**config.mk**
```make
export PLATFORM = sky130hd
export DESIGN_NAME = dtod_decoder
export DESIGN_NICKNAME = d
export VERILOG_FILES = /design/src/dtod_pkg.sv /design/src/dtod_decoder.sv /design/src/dtod_match.sv
export SDC_FILE = /design/constraint.sdc
export NUM_CORES = 1
export LEC_CHECK = 0
export ABC_AREA = 0
export BUFFER_PORTS_ARGS = -buffer_cell sky130_fd_sc_hd__buf_2
export CORE_AREA = 8 8 64 66
export DETAILED_ROUTE_END_ITERATION = 12
export DIE_AREA = 0 0 72 74
export PLACE_DENSITY_LB_ADDON = 0.3
export SLEW_MARGIN = 20
export SYNTH_ARGS = -nofsm -noshare
export SYNTH_HDL_FRONTEND = slang
export SYNTH_SLANG_ARGS = --single-unit
```
**constraint.sdc**
```tcl
create_clock -name clock -period 3.4 [get_ports clock]
set_input_delay 0.68 -clock clock [delete_from_list [all_inputs] [get_ports clock]]
set_output_delay 0.68 -clock clock [all_outputs]
set_load 0.005 [all_outputs]
```
**src/dtod_pkg.sv**
```systemverilog
package dtod_pkg;

  // ----------------------------------------------------------------
  // Opcode patterns
  // ----------------------------------------------------------------
  localparam logic [5:0] DTOD_MOVE_RM_PFX   = 6'h22;  // 100010dw
  localparam logic [7:0] DTOD_SEG_STORE     = 8'h8c;
  localparam logic [7:0] DTOD_SEG_LOAD      = 8'h8e;
  localparam logic [7:0] DTOD_EFF_ADDR      = 8'h8d;
  localparam logic [7:0] DTOD_FAR_DATA      = 8'hc5;
  localparam logic [7:0] DTOD_FAR_EXTRA     = 8'hc4;
  localparam logic [7:0] DTOD_XLATE         = 8'hd7;
  localparam logic [7:0] DTOD_FLAGS_TO_HI   = 8'h9f;
  localparam logic [7:0] DTOD_HI_TO_FLAGS   = 8'h9e;
  localparam logic [7:0] DTOD_PUSH_FLAGS    = 8'h9c;
  localparam logic [7:0] DTOD_POP_FLAGS     = 8'h9d;

  // ----------------------------------------------------------------
  // Field positions
  // ----------------------------------------------------------------
  localparam int DTOD_W_BIT    = 0;
  localparam int DTOD_D_BIT    = 1;
  localparam int DTOD_MOD_HI   = 7;
  localparam int DTOD_MOD_LO   = 6;
  localparam int DTOD_REG_HI   = 5;
  localparam int DTOD_REG_LO   = 3;
  localparam int DTOD_RM_HI    = 2;
  localparam int DTOD_RM_LO    = 0;

  // Operation classes, one-hot index order
  localparam int DTOD_NOPS = 11;
  localparam int OP_MOVE   = 0;
  localparam int OP_SEGST  = 1;
  localparam int OP_SEGLD  = 2;
  localparam int OP_TRANSLATE = 3;
  localparam int OP_EFF_ADDR  = 4;
  localparam int OP_FARDS     = 5;
  localparam int OP_FARES     = 6;
  localparam int OP_FLAGS_HI  = 7;
  localparam int OP_HI_FLAGS  = 8;
  localparam int OP_PUSH_FL   = 9;
  localparam int OP_POP_FL    = 10;

  // Decoder states
  typedef enum logic [2:0] {
    DTOD_IDLE = 3'b001,
    DTOD_ADDR = 3'b010,
    DTOD_DONE = 3'b100
  } dtod_state_t;

endpackage : dtod_pkg

```
**src/dtod_decoder.sv**
```systemverilog
`timescale 1ns/10ps
// How it works
// - 100010dw is register/memory move with modrm
// - 8C with reg msb zero stores segment
// - 8E with reg msb zero loads segment
// - D7 is single-byte table translate
// - 8D loads effective address, not contents
// - C5 loads far pointer with data segment
// - C4 loads far pointer with extra segment
// - 9F/9E/9C/9D flag transfer ops
module dtod_decoder
  import dtod_pkg::*;
(
  input  wire logic                 clock,
  input  wire logic                 rst_n,
  input  wire logic                 byte_valid,   // Fetch byte strobe
  input  wire logic [7:0]           byte_data,    // Fetched byte
  output logic                      byte_ready,   // Decoder can take byte
  output logic                      dec_valid,    // Result pulse
  output logic                      dec_illegal,  // Not in this group
  output logic [DTOD_NOPS-1:0]      dec_op,       // One-hot class
  output logic                      dec_word,     // Word operation
  output logic                      dec_reg_dest, // Reg field is destination
  output logic [1:0]                dec_mod,      // Mode field
  output logic [2:0]                dec_reg,      // Register field
  output logic [2:0]                dec_rm        // Operand field
);

  // ----------------------------------------------------------------
  // Storage
  // ----------------------------------------------------------------
  dtod_state_t             state_r;     // Sequencer
  logic [7:0]              op_r;        // Held first byte
  logic [DTOD_NOPS-1:0]    hit_r;       // Held class
  logic [DTOD_NOPS-1:0]    hit;         // Class of incoming byte
  logic                    need_modrm;  // Two-byte form
  logic                    take;        // Byte accepted
  logic                    seg_bad;     // Segment reg msb set

  dtod_match u_match (
    .op  (byte_data),
    .hit (hit)
  );

  // ----------------------------------------------------------------
  // Handshake and form
  // ----------------------------------------------------------------
  // Single-byte ops finish at once; the rest wait for modrm
  assign need_modrm = hit[OP_MOVE]     | hit[OP_SEGST] | hit[OP_SEGLD] |
                      hit[OP_EFF_ADDR] | hit[OP_FARDS] | hit[OP_FARES];
  // Ready drops in DTOD_DONE, so each result costs one stall cycle
  assign byte_ready = (state_r != DTOD_DONE);
  assign take       = byte_valid & byte_ready;
  assign seg_bad    = byte_data[DTOD_REG_HI];

  // ----------------------------------------------------------------
  // Sequencer
  // ----------------------------------------------------------------
  always_ff @(posedge clock) begin
    if (!rst_n) begin
      state_r <= DTOD_IDLE;
    end else begin
      case (state_r)
        DTOD_IDLE: begin
          // Opcode byte; two-byte forms fetch modrm next
          if (take && need_modrm) begin
            state_r <= DTOD_ADDR;
          end else if (take) begin
            state_r <= DTOD_DONE;
          end
        end
        DTOD_ADDR: begin
          // Waiting for modrm; idle gaps are allowed here
          if (take) begin
            state_r <= DTOD_DONE;
          end
        end
        // Result on show; one offered byte is refused
        DTOD_DONE: state_r <= DTOD_IDLE;
        // Stray code, recover to idle
        default:   state_r <= DTOD_IDLE;
      endcase
    end
  end

  // ----------------------------------------------------------------
  // First byte capture
  // ----------------------------------------------------------------
  always_ff @(posedge clock) begin
    if (!rst_n) begin
      op_r  <= 8'h00;
      hit_r <= '0;
    end else if (take && state_r == DTOD_IDLE) begin
      op_r  <= byte_data;
      hit_r <= hit;
    end
  end

  // ----------------------------------------------------------------
  // Result registers
  // ----------------------------------------------------------------
  always_ff @(posedge clock) begin
    if (!rst_n) begin
      dec_valid    <= 1'b0;
      dec_illegal  <= 1'b0;
      dec_op       <= '0;
      dec_word     <= 1'b0;
      dec_reg_dest <= 1'b0;
      dec_mod      <= 2'h0;
      dec_reg      <= 3'h0;
      dec_rm       <= 3'h0;
    end else begin
      dec_valid <= 1'b0;
      if (take && state_r == DTOD_IDLE && !need_modrm) begin
        // One-byte form, or unknown byte
        dec_valid    <= 1'b1;
        dec_op       <= hit;
        dec_illegal  <= ~|hit;
        dec_word     <= 1'b0;
        dec_reg_dest <= 1'b0;
        dec_mod      <= 2'h0;
        dec_reg      <= 3'h0;
        dec_rm       <= 3'h0;
      end else if (take && state_r == DTOD_ADDR) begin
        dec_valid <= 1'b1;
        dec_op    <= hit_r;
        // Segment forms only allow four registers
        dec_illegal <= (hit_r[OP_SEGST] | hit_r[OP_SEGLD]) & seg_bad;
        // Moves honour w and d; pointer and seg ops are word
        dec_word <= hit_r[OP_MOVE] ? op_r[DTOD_W_BIT] : 1'b1;
        dec_reg_dest <= hit_r[OP_MOVE] ? op_r[DTOD_D_BIT] :
                        ~hit_r[OP_SEGST];
        dec_mod <= byte_data[DTOD_MOD_HI:DTOD_MOD_LO];
        dec_reg <= byte_data[DTOD_REG_HI:DTOD_REG_LO];
        dec_rm  <= byte_data[DTOD_RM_HI:DTOD_RM_LO];
      end
    end
  end

  // ----------------------------------------------------------------
  // Checks
  // ----------------------------------------------------------------
  AST_MOVE: assert property (@(posedge clock) disable iff (!rst_n)
    (take && state_r == DTOD_IDLE && byte_data[7:2] == DTOD_MOVE_RM_PFX)
    ##1 (byte_valid && byte_ready) |=> (dec_valid && dec_op[OP_MOVE]))
    else $error("move not decoded");
  AST_SEGST: assert property (@(posedge clock) disable iff (!rst_n)
    (take && state_r == DTOD_IDLE && byte_data == DTOD_SEG_STORE)
    ##1 (take && !byte_data[DTOD_REG_HI]) |=>
    (dec_op[OP_SEGST] && !dec_illegal && !dec_reg_dest))
    else $error("segment store wrong");
  AST_SEGLD: assert property (@(posedge clock) disable iff (!rst_n)
    (take && state_r == DTOD_IDLE && byte_data == DTOD_SEG_LOAD)
    ##1 (take && byte_data[DTOD_REG_HI]) |=> (dec_valid && dec_illegal))
    else $error("bad segment not flagged");
  AST_TRANSLATE: assert property (@(posedge clock) disable iff (!rst_n)
    (take && state_r == DTOD_IDLE && byte_data == DTOD_XLATE) |=>
    (dec_valid && dec_op[OP_TRANSLATE] && state_r == DTOD_DONE))
    else $error("translate not single byte");
  AST_EFF_ADDR: assert property (@(posedge clock) disable iff (!rst_n)
    (take && state_r == DTOD_IDLE && byte_data == DTOD_EFF_ADDR) |=>
    (state_r == DTOD_ADDR && !dec_valid))
    else $error("effective address lacks modrm");
  AST_FAR: assert property (@(posedge clock) disable iff (!rst_n)
    (dec_valid && (dec_op[OP_FARDS] || dec_op[OP_FARES])) |->
    (dec_word && dec_reg_dest && $past(state_r) == DTOD_ADDR))
    else $error("far pointer decode wrong");
  AST_FARES: assert property (@(posedge clock) disable iff (!rst_n)
    (take && state_r == DTOD_IDLE && byte_data == DTOD_FAR_EXTRA)
    ##1 take |=> dec_op[OP_FARES] && !dec_op[OP_FARDS])
    else $error("extra segment pointer wrong");
  AST_FLAGS: assert property (@(posedge clock) disable iff (!rst_n)
    (take && state_r == DTOD_IDLE && byte_data == DTOD_POP_FLAGS) |=>
    (dec_valid && dec_op[OP_POP_FL] && !dec_illegal))
    else $error("pop flags not decoded");
  AST_FIELDS: assert property (@(posedge clock) disable iff (!rst_n)
    (take && state_r == DTOD_ADDR) |=>
    ({dec_mod, dec_reg, dec_rm} == $past(byte_data)))
    else $error("modrm fields misplaced");
  AST_WIDTH: assert property (@(posedge clock) disable iff (!rst_n)
    (dec_valid && dec_op[OP_MOVE]) |-> (dec_word == op_r[DTOD_W_BIT]))
    else $error("width bit ignored");

  // ----------------------------------------------------------------
  // Checks on operand forms
  // ----------------------------------------------------------------
  // Direction bit picks which side the register field names
  AST_DIRECTION: assert property (@(posedge clock) disable iff (!rst_n)
    (dec_valid && dec_op[OP_MOVE]) |-> (dec_reg_dest == op_r[DTOD_D_BIT]))
    else $error("direction bit ignored");
  // Legal segment load writes a segment register from the operand
  AST_SEGLD_OK: assert property (@(posedge clock) disable iff (!rst_n)
    (take && state_r == DTOD_IDLE && byte_data == DTOD_SEG_LOAD)
    ##1 (take && !byte_data[DTOD_REG_HI]) |=>
    (dec_valid && dec_op[OP_SEGLD] && !dec_illegal && dec_reg_dest))
    else $error("segment load wrong");
  // Only four segment registers exist, so a set msb is refused
  AST_SEGST_BAD: assert property (@(posedge clock) disable iff (!rst_n)
    (take && state_r == DTOD_IDLE && byte_data == DTOD_SEG_STORE)
    ##1 (take && byte_data[DTOD_REG_HI]) |=>
    (dec_valid && dec_op[OP_SEGST] && dec_illegal))
    else $error("bad segment store not flagged");
  // Effective address goes to the register, never from it
  AST_EFF_LOAD: assert property (@(posedge clock) disable iff (!rst_n)
    (take && state_r == DTOD_IDLE && byte_data == DTOD_EFF_ADDR)
    ##1 take |=>
    (dec_valid && dec_op[OP_EFF_ADDR] && dec_reg_dest && dec_word))
    else $error("effective address load wrong");
  // Data segment pointer load must not pass as the extra one
  AST_FAR_DATA: assert property (@(posedge clock) disable iff (!rst_n)
    (take && state_r == DTOD_IDLE && byte_data == DTOD_FAR_DATA)
    ##1 take |=> (dec_valid && dec_op[OP_FARDS] && !dec_op[OP_FARES]))
    else $error("data segment pointer wrong");
  // One-byte forms carry no operand fields; stale modrm is cleared
  AST_ONE_BYTE: assert property (@(posedge clock) disable iff (!rst_n)
    (take && state_r == DTOD_IDLE && !need_modrm) |=>
    (dec_valid && !dec_word && !dec_reg_dest &&
     dec_mod == 2'h0 && dec_reg == 3'h0 && dec_rm == 3'h0))
    else $error("one-byte form left fields set");

endmodule : dtod_decoder

```
**src/dtod_match.sv**
```systemverilog
`timescale 1ns/10ps
// Pure first-byte classifier, registered nowhere
module dtod_match
  import dtod_pkg::*;
(
  input  wire logic [7:0]           op,
  output logic [DTOD_NOPS-1:0]      hit
);

  // ----------------------------------------------------------------
  // Pattern table
  // ----------------------------------------------------------------
  always_comb begin
    hit                = '0;
    hit[OP_MOVE]       = (op[7:2] == DTOD_MOVE_RM_PFX);
    hit[OP_SEGST]      = (op == DTOD_SEG_STORE);
    hit[OP_SEGLD]      = (op == DTOD_SEG_LOAD);
    hit[OP_TRANSLATE]  = (op == DTOD_XLATE);
    hit[OP_EFF_ADDR]   = (op == DTOD_EFF_ADDR);
    hit[OP_FARDS]      = (op == DTOD_FAR_DATA);
    hit[OP_FARES]      = (op == DTOD_FAR_EXTRA);
    hit[OP_FLAGS_HI]   = (op == DTOD_FLAGS_TO_HI);
    hit[OP_HI_FLAGS]   = (op == DTOD_HI_TO_FLAGS);
    hit[OP_PUSH_FL]    = (op == DTOD_PUSH_FLAGS);
    hit[OP_POP_FL]     = (op == DTOD_POP_FLAGS);
  end

endmodule : dtod_match

```
# Yosys cells after proc, flatten, opt, wreduce, memory -nomap -nowiden
# Cells that the tools add are included.
# word_totals
output_inout_bits	24
ff_bits	39
inputBits	11
elab_cells	55
# classes
bitwise	10
n_eq_ne	14
n_reduce_logical	9
n_mux	11
# ops
cell	n
equality test 8 bit (second input constant)	10
two-way mux 11 bit	2
OR reduction 11 bit	1
equality test 6 bit (second input constant)	1
two-way mux 1 bit	6
two-way mux 3 bit	2
OR 1 bit	6
case mux 3 bit (2 select lines)	1
logical AND 1 bit	4
equality test 3 x 1 -> 1 bit (second input constant)	1
equality test 3 x 2 -> 1 bit (second input constant)	1
!= test 3 bit (second input constant)	1
bitwise AND 1 bit	2
logical NOT 1 bit	2
NOT 1 bit	2
nonzero test 2 bit	1
OR reduction 2 bit	1

# Longest topological paths before layout
# Gate-level depths: netlist (run 1).
# logic_depth
ltp_word	9
depth_mapped	7

# Modules after synthesis
# A second synthesis (run 1) with hierarchy kept.
# hier_totals
hier_cells	208
hier_area_um2	1719.1
# modules_own_cells
mod	area_per_inst_um2	seq_area_each_um2	n_inst	cells_per_inst
dtod_decoder	1559.0	780.7	1	187
dtod_match	160.2	0.0	1	21

# Worst setup path before layout (run 1)
# No wires, ideal clock.
# synth_path
kind	input -> register
startpoint	input byte_data[4]
endpoint	register dec_illegal
n_path_buf	2
path_slack_ps	1609
arrival_ps	1687
cell_stages	6
setup_time_ps	103
path_cell_list	buf_2 > nor3b_4 > a31o_1 > buf_6 > a211oi_2 > a2111oi_2
# synth_between
elab_chain_len	9
# synth_lines
item	line_no	text
start, declared	dtod_decoder.sv:17	input wire logic [7:0] byte_data,
equality test 8 bit / equality test 6 bit (equally long branches)	dtod_match.sv:16, dtod_match.sv:15	
OR 1 bit (3 in a row)	dtod_decoder.sv:49	assign need_modrm = hit[OP_MOVE] | hit[OP_SEGST] | hit[OP_SEGLD] |
OR 1 bit (2 in a row)	dtod_decoder.sv:50	hit[OP_EFF_ADDR] | hit[OP_FARDS] | hit[OP_FARES];
logical NOT 1 bit	dtod_decoder.sv:114	if (take && state_r == DTOD_IDLE && !need_modrm) begin
logical AND 1 bit	dtod_decoder.sv:114	
two-way mux 1 bit / nonzero test 2 bit (equally long branches)	-	
end signal, assigned	dtod_decoder.sv:118	dec_illegal <= ~|hit;
end signal, assigned	dtod_decoder.sv:128	dec_illegal <= (hit_r[OP_SEGST] | hit_r[OP_SEGLD]) & seg_bad;
end, declared	dtod_decoder.sv:20	output logic dec_illegal,
# Parallel ways exist; a longest one is shown, timed or not.
# A chain may end at the register's enable or synchronous reset.

# Worst setup path in the final report (run 1)
# layout_path
startpoint	register state_r[2]
endpoint	output byte_ready
# layout_between
elab_chain_len	1
# layout_lines
item	line_no	text
start, declared	dtod_decoder.sv:32	dtod_state_t state_r;
start signal, assigned	dtod_decoder.sv:61	state_r <= DTOD_IDLE;
start signal, assigned	dtod_decoder.sv:67	state_r <= DTOD_ADDR;
start signal, assigned	dtod_decoder.sv:69	state_r <= DTOD_DONE;
!= test 3 bit	dtod_decoder.sv:52	assign byte_ready = (state_r != DTOD_DONE);
end, declared	dtod_decoder.sv:18	output logic byte_ready,
# Every way passes these cells.

==> results_dict.tcl, run 1 <==
set metrics [dict create \
    status "finished clean" \
    end_kind "primary output" \
    rows 21 \
    core_area_um2 3180 \
    drt_iter0_drc 92 \
    skew_ns 0.0116 \
    drive_gt1_frac 0.235 \
    first_global_vias 1452 \
    grt_pass1_wl_um 6720 \
    top_usage_layer "met2" \
    hold_violations 0 \
    min_period_ns 2.09 \
    place_inst 276 \
    htree_levels 2 \
    drv_cap 0 \
    yosysMostFrequentCell "nand2_1" \
    dp_hpwl_um 2820 \
    wl_per_cell_um 14.0 \
    arrival_ns 1.41 \
    cts_sinks 39 \
    avgSynthCellArea_um2 8.39 \
    cts.path.max_buffers 2 \
    routed_wl_um 3970 \
    cts_made_buffers 5 \
    antenna_found_initial 0 \
    cts_root_buffer "clkbuf_4" \
    synth_edf_count 0 \
    synth_common_cells "nand2_1, dfxtp_1, a21oi_1" \
    finalPower_mw 0.772 \
    ios 35 \
    clk_latency_ns 0.35 \
    port-buffer-count 34 \
    max_freq_mhz 478 \
    critical_path.slowest_cell "dfxtp_1" \
    ir_drop_v 0.000259 \
    reg2reg_slack_ns 1.34 \
    overflow 0 \
    startpoint_type "flip-flop" \
    synth_warnings 0 \
    post_cts_buffers 0 \
    grtUsageMet3 0.0606 \
    die_h_um 74 \
    fin_nets 248 \
    viasPerCell 5.47 \
    regArea_um2 781 \
    ys_seq_area_frac 0.447 \
    multi_input_area_um2 893 \
    holdCritPathClass "reg2reg" \
    synth_ff_type "dfxtp_1" \
    routabilityCongestion 0.870 \
    grt_use_total 0.160 \
    path_cells "or3b_2 -> buf_2" \
    leakage_nw 0.734 \
    synth-async-reset-ratio 0 \
    met2_usage 0.253 \
    syn_nets 219 \
    crit_type "reg2out" \
    ant_nets 0 \
    clk_pin_slew_worst_paths_ns 0.12 \
    netlist_area_um2 1750 \
    grt_max_degree 23 \
    fin_tns_setup_ns 0 \
    slew_viol_final 0 \
    synthTopCellsByArea "dfxtp_1, nand2_1, a21oi_1" \
    finalSetupViolCount 0 \
    hold_buffers 0 \
    die_width_um 72 \
    largest_registers "dec_op x11, hit_r x11" \
    power_per_cell_area_nw_per_um2 390 \
    critPathMaxFanout 6 \
    dieArea_um2 5330 \
    rsz0062_at_grt "false" \
    synth_cell_types 41 \
    cts_resized 0 \
    finish.utilization 0.623 \
    area_growth_pct 13.5 \
    whs_ns 0.460 \
    cp.required_ns 2.72 \
    antenna_cells 0 \
    drt_pass1_iterations 4 \
    worst_pin_slew_ns 0.695 \
    ys_ff_latch 39 \
    fin_cells 284 \
    synth_top_area_share 0.447 \
    drc 0 \
    maxSlewHeadroom 0.536 \
    met1_usage 0.193 \
    cts_tree "done" \
    synthCells 208 \
    max_stage_delay_ns 0.47 \
    synth.largest_area_cell "dfxtp_1" \
    vias 1554 \
    start_util 0.549 \
    period_share 0.615 \
    nFillCells 299 \
]
[final timing paths]
check,end,start,cells after the start
worst max-delay path,byte_ready,state_r[2],2
worst min-delay path,dec_mod[0],dec_mod[0],2
worst max register to register,dec_word,state_r[0],4
worst min register to register,dec_mod[0],dec_mod[0],2
[layout make-up]
cell class	instances	area share
flip-flops and latches	39	0.394
clock inverters	3	0.00758
well taps	46	0.0291
multi-input cells	153	0.451
inverters	1	0.00190
clock buffers	5	0.0190
repair buffers	37	0.0973
[logic make-up after synthesis]
kind of cell / share of synthesized area
AND/OR/NAND/NOR: 0.275
AO/OA/AOI/OAI: 0.222
flip-flops: 0.447
buffers and inverters: 0.0495
multiplexers: 0.00645
[cell usage in the layout, fill, tap and decap left out, types with 4 or more instances in the layout]
cell,netlist,routed
buf_2,6,34
a21oi_1,31,31
o21ai_0,4,4
nor2b_1,4,4
nand2_1,48,48
dfxtp_1,39,39
clkbuf_4,0,5
o211ai_1,9,9
nor2_1,10,10
nand3_1,7,7
nand2b_1,5,5
[where the power goes]
group	switching [mW]	internal, mW	leakage, nW
registers	0.00547	0.463	0.315
logic	0.0517	0.0257	0.384
clock network	0.149	0.0769	0.0347
[through the flow]
step / setup WS, ns / instance area, µm²
finish: 1.31 / 1980
floorplan: 1.61 / 1750
global placement: 1.08 / 1930
global route: 1.15 / 1980
detailed placement: 1.03 / 1930
CTS: 1.30 / 1980
[worst max-delay path: cells and delay by family, from the launching register on]
family,cells,cell delay [ns]
buffers and inverters,1,0.14
DFF,1,0.47
and+or+nand+nor,1,0.46
[per-layer routing]
metal | vias up | wire (µm)
li1 | 795 | -
met2 | 38 | 1820
met3 | 6 | 232
met5 | - | 0
met4 | 0 | 56
met1 | 715 | 1870
No activity file was read; power rests on OpenSTA's default activity.
==> run 2, diff against run 1 <==
--- a/config.mk
+++ b/config.mk
@@ -7,9 +7,9 @@
 export LEC_CHECK = 0
 export ABC_AREA = 0
 export BUFFER_PORTS_ARGS = -buffer_cell sky130_fd_sc_hd__buf_2
-export CORE_AREA = 8 8 64 66
+export CORE_AREA = 8 8 70 72
 export DETAILED_ROUTE_END_ITERATION = 12
-export DIE_AREA = 0 0 72 74
+export DIE_AREA = 0 0 78 80
 export PLACE_DENSITY_LB_ADDON = 0.3
 export SLEW_MARGIN = 20
 export SYNTH_ARGS = -nofsm -noshare
==> constraint.sdc (replaced) <==
create_clock -name clock -period 1.8 [get_ports clock]
set_input_delay 0.36 -clock clock [delete_from_list [all_inputs] [get_ports clock]]
set_output_delay 0.36 -clock clock [all_outputs]
set_load 0.005 [all_outputs]
==> results_dict.tcl, run 2 (synthesized netlist as in run 1, its figures left out) <==
set metrics [dict create \
    grt_max_degree 19 \
    die_h_um 80 \
    final_common_cell "nand2_1" \
    final_cell_mix "nand2_1, dfxtp_1, buf_2" \
    wl_per_cell_um 14.6 \
    fin_nets 260 \
    core_area_um2 3860 \
    port-buffer-count 34 \
    met2_usage 0.241 \
    regToRegStartpoint "state_r[2]" \
    dp_slack_ns 0.125 \
    max_freq_mhz 586 \
    startpoint_type "flip-flop" \
    fin_cells 300 \
    ant_nets 0 \
    drc 0 \
    timing.rr.end "dec_op[7]" \
    finalSetupViolCount 0 \
    p_seq_frac 0.542 \
    status "finished clean" \
    grtUsageMet3 0.0417 \
    fin_tns_setup_ns 0 \
    critPathMaxFanout 6 \
    die_width_um 78 \
    arrival_ns 1.35 \
    routabilityCongestion 0.856 \
    ff2ff_path_depth 5 \
    cp.required_ns 1.44 \
    maxSlewHeadroom 0.699 \
    crit_type "reg2out" \
    grt_use_total 0.147 \
    place_inst 292 \
    ir_drop_v 0.000462 \
    drv_cap 0 \
    cts_made_buffers 5 \
    min_period_ns 1.71 \
    switchingPower_mw 0.406 \
    start_util 0.453 \
    min_to "dec_mod[1]" \
    vias 1607 \
    grt_pass1_wl_um 7330 \
    first_global_vias 1560 \
    cts_sinks 39 \
    holdCritPathClass "in2reg" \
    post_cts_buffers 0 \
    htree_levels 2 \
    worst_pin_slew_ns 0.451 \
    antenna_cells 0 \
    pwr-share-comb 0.111 \
    slew_viol_final 0 \
    clk_latency_ns 0.29 \
    top_usage_layer "met2" \
    area_growth_pct 21.3 \
    rsz0062_at_grt "false" \
    dp_hpwl_um 3220 \
    clkPwrFrac 0.347 \
    period_share 0.947 \
    hold_buffers 0 \
    skew_ns 0.00570 \
    leakage_nw 0.807 \
    fin_ws_ns 0.0945 \
    drt_iter0_drc 135 \
    viasPerCell 5.36 \
    routed_wl_um 4390 \
    finish.utilization 0.549 \
    reg2reg_slack_ns 0.21 \
    end_kind "primary output" \
    cts_root_buffer "clkbuf_8" \
    rows 23 \
    antenna_found_initial 0 \
    whs_ns 0.331 \
    nFillCells 396 \
    ios 35 \
    path_cells "buf_4 -> or3b_2 -> buf_2" \
    hold_depth 3 \
    overflow 0 \
    met1_usage 0.172 \
    max_stage_delay_ns 0.46 \
    drt_pass1_iterations 4 \
    power_per_cell_area_nw_per_um2 767 \
    dieArea_um2 6240 \
    swShare 0.250 \
    cts.path.max_buffers 2 \
    clk_pin_slew_worst_paths_ns 0.07 \
    cts_resized 0 \
    critical_path.slowest_cell "or3b_2" \
    cts_tree "done" \
    power.internal_mw 1.22 \
    hold_violations 0 \
    drive_gt1_frac 0.264 \
    largest_registers "dec_op x11, hit_r x11" \
    min_from "byte_data[7]" \
]
==> run 2: cell types whose count changed in the layout (fill, tap and decap cells not counted), sizes merged <==
cell    delta
clkbuf     +2
buf       +12
clkinv     -2
==> run 2: how the worst max path moves through the flow <==
stage          slack [ns]          from          end
5_1_grt              0.05    state_r[2]   byte_ready
4_1_cts              0.08    state_r[1]   byte_ready
3_5_place_dp         0.13  byte_data[4]   dec_op[10]
6_report             0.09    state_r[1]   byte_ready
3_3_place_gp         0.14  byte_data[6]   dec_op[10]
2_1_floorplan        0.33  byte_data[4]  dec_illegal
==> run 2: metal layers <==
layer | wire (µm) | part of all wire | up-vias
li1 | - | - | 814
met1 | 2010 | 0.46 | 749
met2 | 2050 | 0.47 | 39
met3 | 246 | 0.056 | 5
met4 | 77 | 0.018 | 0
met5 | 0 | 0 | -
==> run 2: layout make-up <==
| type | count | area (µm²) | area share |
|---|---|---|---|
| Multi-Input combinational cell | 153 | 893 | 0.422 |
| Tap cell | 50 | 62.6 | 0.0296 |
| Clock inverter | 1 | 5.00 | 0.00236 |
| Sequential cell | 39 | 781 | 0.369 |
| Clock buffer | 7 | 76.3 | 0.0361 |
| Inverter | 1 | 3.75 | 0.00177 |
| Timing Repair Buffer | 49 | 295 | 0.139 |
==> run 2: power by group through the flow <==
stage	clock network, mW	logic (mW)	registers (mW)
final	0.563	0.180	0.880
after floorplan	0	0.105	0.902
after global placement	0	0.179	0.900
after detailed placement	0	0.181	0.900
after global routing	0.618	0.197	0.882
after CTS	0.583	0.181	0.880
==> run 2: through the flow <==
step	total power [mW]	cell area [µm²]
6_report	1.62	2120
5_1_grt	1.70	2120
4_1_cts	1.64	2120
3_5_place_dp	1.08	2040
3_3_place_gp	1.08	2040
2_1_floorplan	1.01	1750
==> run 2: critical path, delay by kind of cell (launching register included) <==
kind / cells / cell delay, ns
and+or+nand+nor: 1 / 0.46
DFF: 1 / 0.31
buffers and inverters: 2 / 0.29
==> run 3, diff against run 2 <==
==> constraint.sdc (replaced) <==
create_clock -name clock -period 1.4 [get_ports clock]
set_input_delay 0.28 -clock clock [delete_from_list [all_inputs] [get_ports clock]]
set_output_delay 0.28 -clock clock [all_outputs]
set_load 0.005 [all_outputs]
==> results_dict.tcl, run 3 (synthesized netlist as in run 1, its figures left out) <==
set metrics [dict create \
    antenna_found_initial 0 \
    met2_usage 0.282 \
    dp_slack_ns -0.149 \
    antenna_cells 0 \
    rsz0062_at_grt "true" \
    ir_drop_v 0.000731 \
    grt_max_degree 19 \
    maxSlewHeadroom 0.675 \
    hold_buffers 0 \
    end_kind "primary output" \
    grt_use_total 0.165 \
    die_h_um 80 \
    first_global_vias 1719 \
    finalSetupViolCount 25 \
    ios 35 \
    status "finished, violations left" \
    skew_ns 0.00564 \
    cts_tree "done" \
    clk_latency_ns 0.29 \
    cp.required_ns 1.12 \
    final_common_cell "nand2_1" \
    cpMostUsedCell "buf_6" \
    htree_levels 2 \
    clk_pin_slew_worst_paths_ns 0.07 \
    overflow 0 \
    leakage_nw 1.05 \
    critical_path.slowest_cell "or3b_4" \
    max_freq_mhz 659 \
    max_stage_delay_ns 0.38 \
    cts_sinks 39 \
    dp_hpwl_um 3440 \
    hold_violations 0 \
    finalInstanceArea_um2 2590 \
    startpoint_type "flip-flop" \
    fin_cells 329 \
    cts_made_buffers 5 \
    port-buffer-count 34 \
    whs_ns 0.262 \
    final_cell_mix "nand2_1, dfxtp_1, buf_2" \
    worst_pin_slew_ns 0.483 \
    slew_viol_final 0 \
    path_cells "buf_6 -> or3b_4 -> buf_6" \
    arrival_ns 1.24 \
    viasPerCell 5.42 \
    vias 1783 \
    holdCritPathClass "in2reg" \
    routed_wl_um 5230 \
    finalPower_mw 2.18 \
    drt_iter0_drc 85 \
    drt_pass1_iterations 4 \
    ant_nets 0 \
    finish.utilization 0.672 \
    fin_nets 291 \
    core_area_um2 3860 \
    critPathMaxFanout 2 \
    die_width_um 78 \
    dieArea_um2 6240 \
    crit_type "reg2out" \
    grtUsageMet3 0.0450 \
    drc 0 \
    min_period_ns 1.52 \
    fin_ws_ns -0.118 \
    power_per_cell_area_nw_per_um2 840 \
    largest_registers "dec_op x11, hit_r x11" \
    placed_cell_area_um2 2190 \
    area_growth_pct 48.5 \
    cts_root_buffer "clkbuf_8" \
    grt_pass1_wl_um 8180 \
    top_usage_layer "met2" \
    drive_gt1_frac 0.441 \
    wl_per_cell_um 15.9 \
    violations "negative setup slack" \
    start_util 0.453 \
    met1_usage 0.188 \
    period_share 1.08 \
    drv_cap 0 \
    rows 23 \
    cts.path.max_buffers 2 \
    routabilityCongestion 0.905 \
    fin_tns_setup_ns -1.12 \
    place_inst 310 \
]
run 3: final timing paths:
check                from    endpoint  slack [ns]  cells past startpoint
max            state_r[1]  byte_ready       -0.12                      3
min          byte_data[3]  dec_reg[0]        0.26                      3
max reg2reg    state_r[2]  dec_op[10]       -0.11                      7
min reg2reg     dec_rm[2]   dec_rm[2]        0.45                      2
run 3: power breakdown:
part | switching (mW) | total [mW] | internal [mW]
Sequential | 0.00965 | 1.14 | 1.13
Combinational | 0.182 | 0.345 | 0.163
Clock | 0.364 | 0.696 | 0.332
run 3: what timing repair did:
action | CTS | global route
pin swaps | 4 | 20
setup buffers | 6 | 5
endpoints found under the setup margin | 21 | 28
resized for setup | 10 | 39
gates cloned | 0 | 2
run 3: layout make-up:
type | count | area, µm²
fillers | 329 | 1260
clock buffers | 6 | 72.6
well taps | 50 | 62.6
inverters | 1 | 3.75
multi-input cells | 153 | 1060
repair buffers | 80 | 606
flip-flops and latches | 39 | 785
run 3: worst max-delay path: cells and delay by family, from the launching register on:
kind | cells | cell delay (ns)
simple gates | 1 | 0.38
flops | 1 | 0.33
buf+inv | 2 | 0.23
run 3: metal layers:
layer  part of all wire  up-vias
met5                  0        -
met4              0.020        0
met3              0.059        8
met2               0.49       53
met1               0.43      847
li1                   -      875
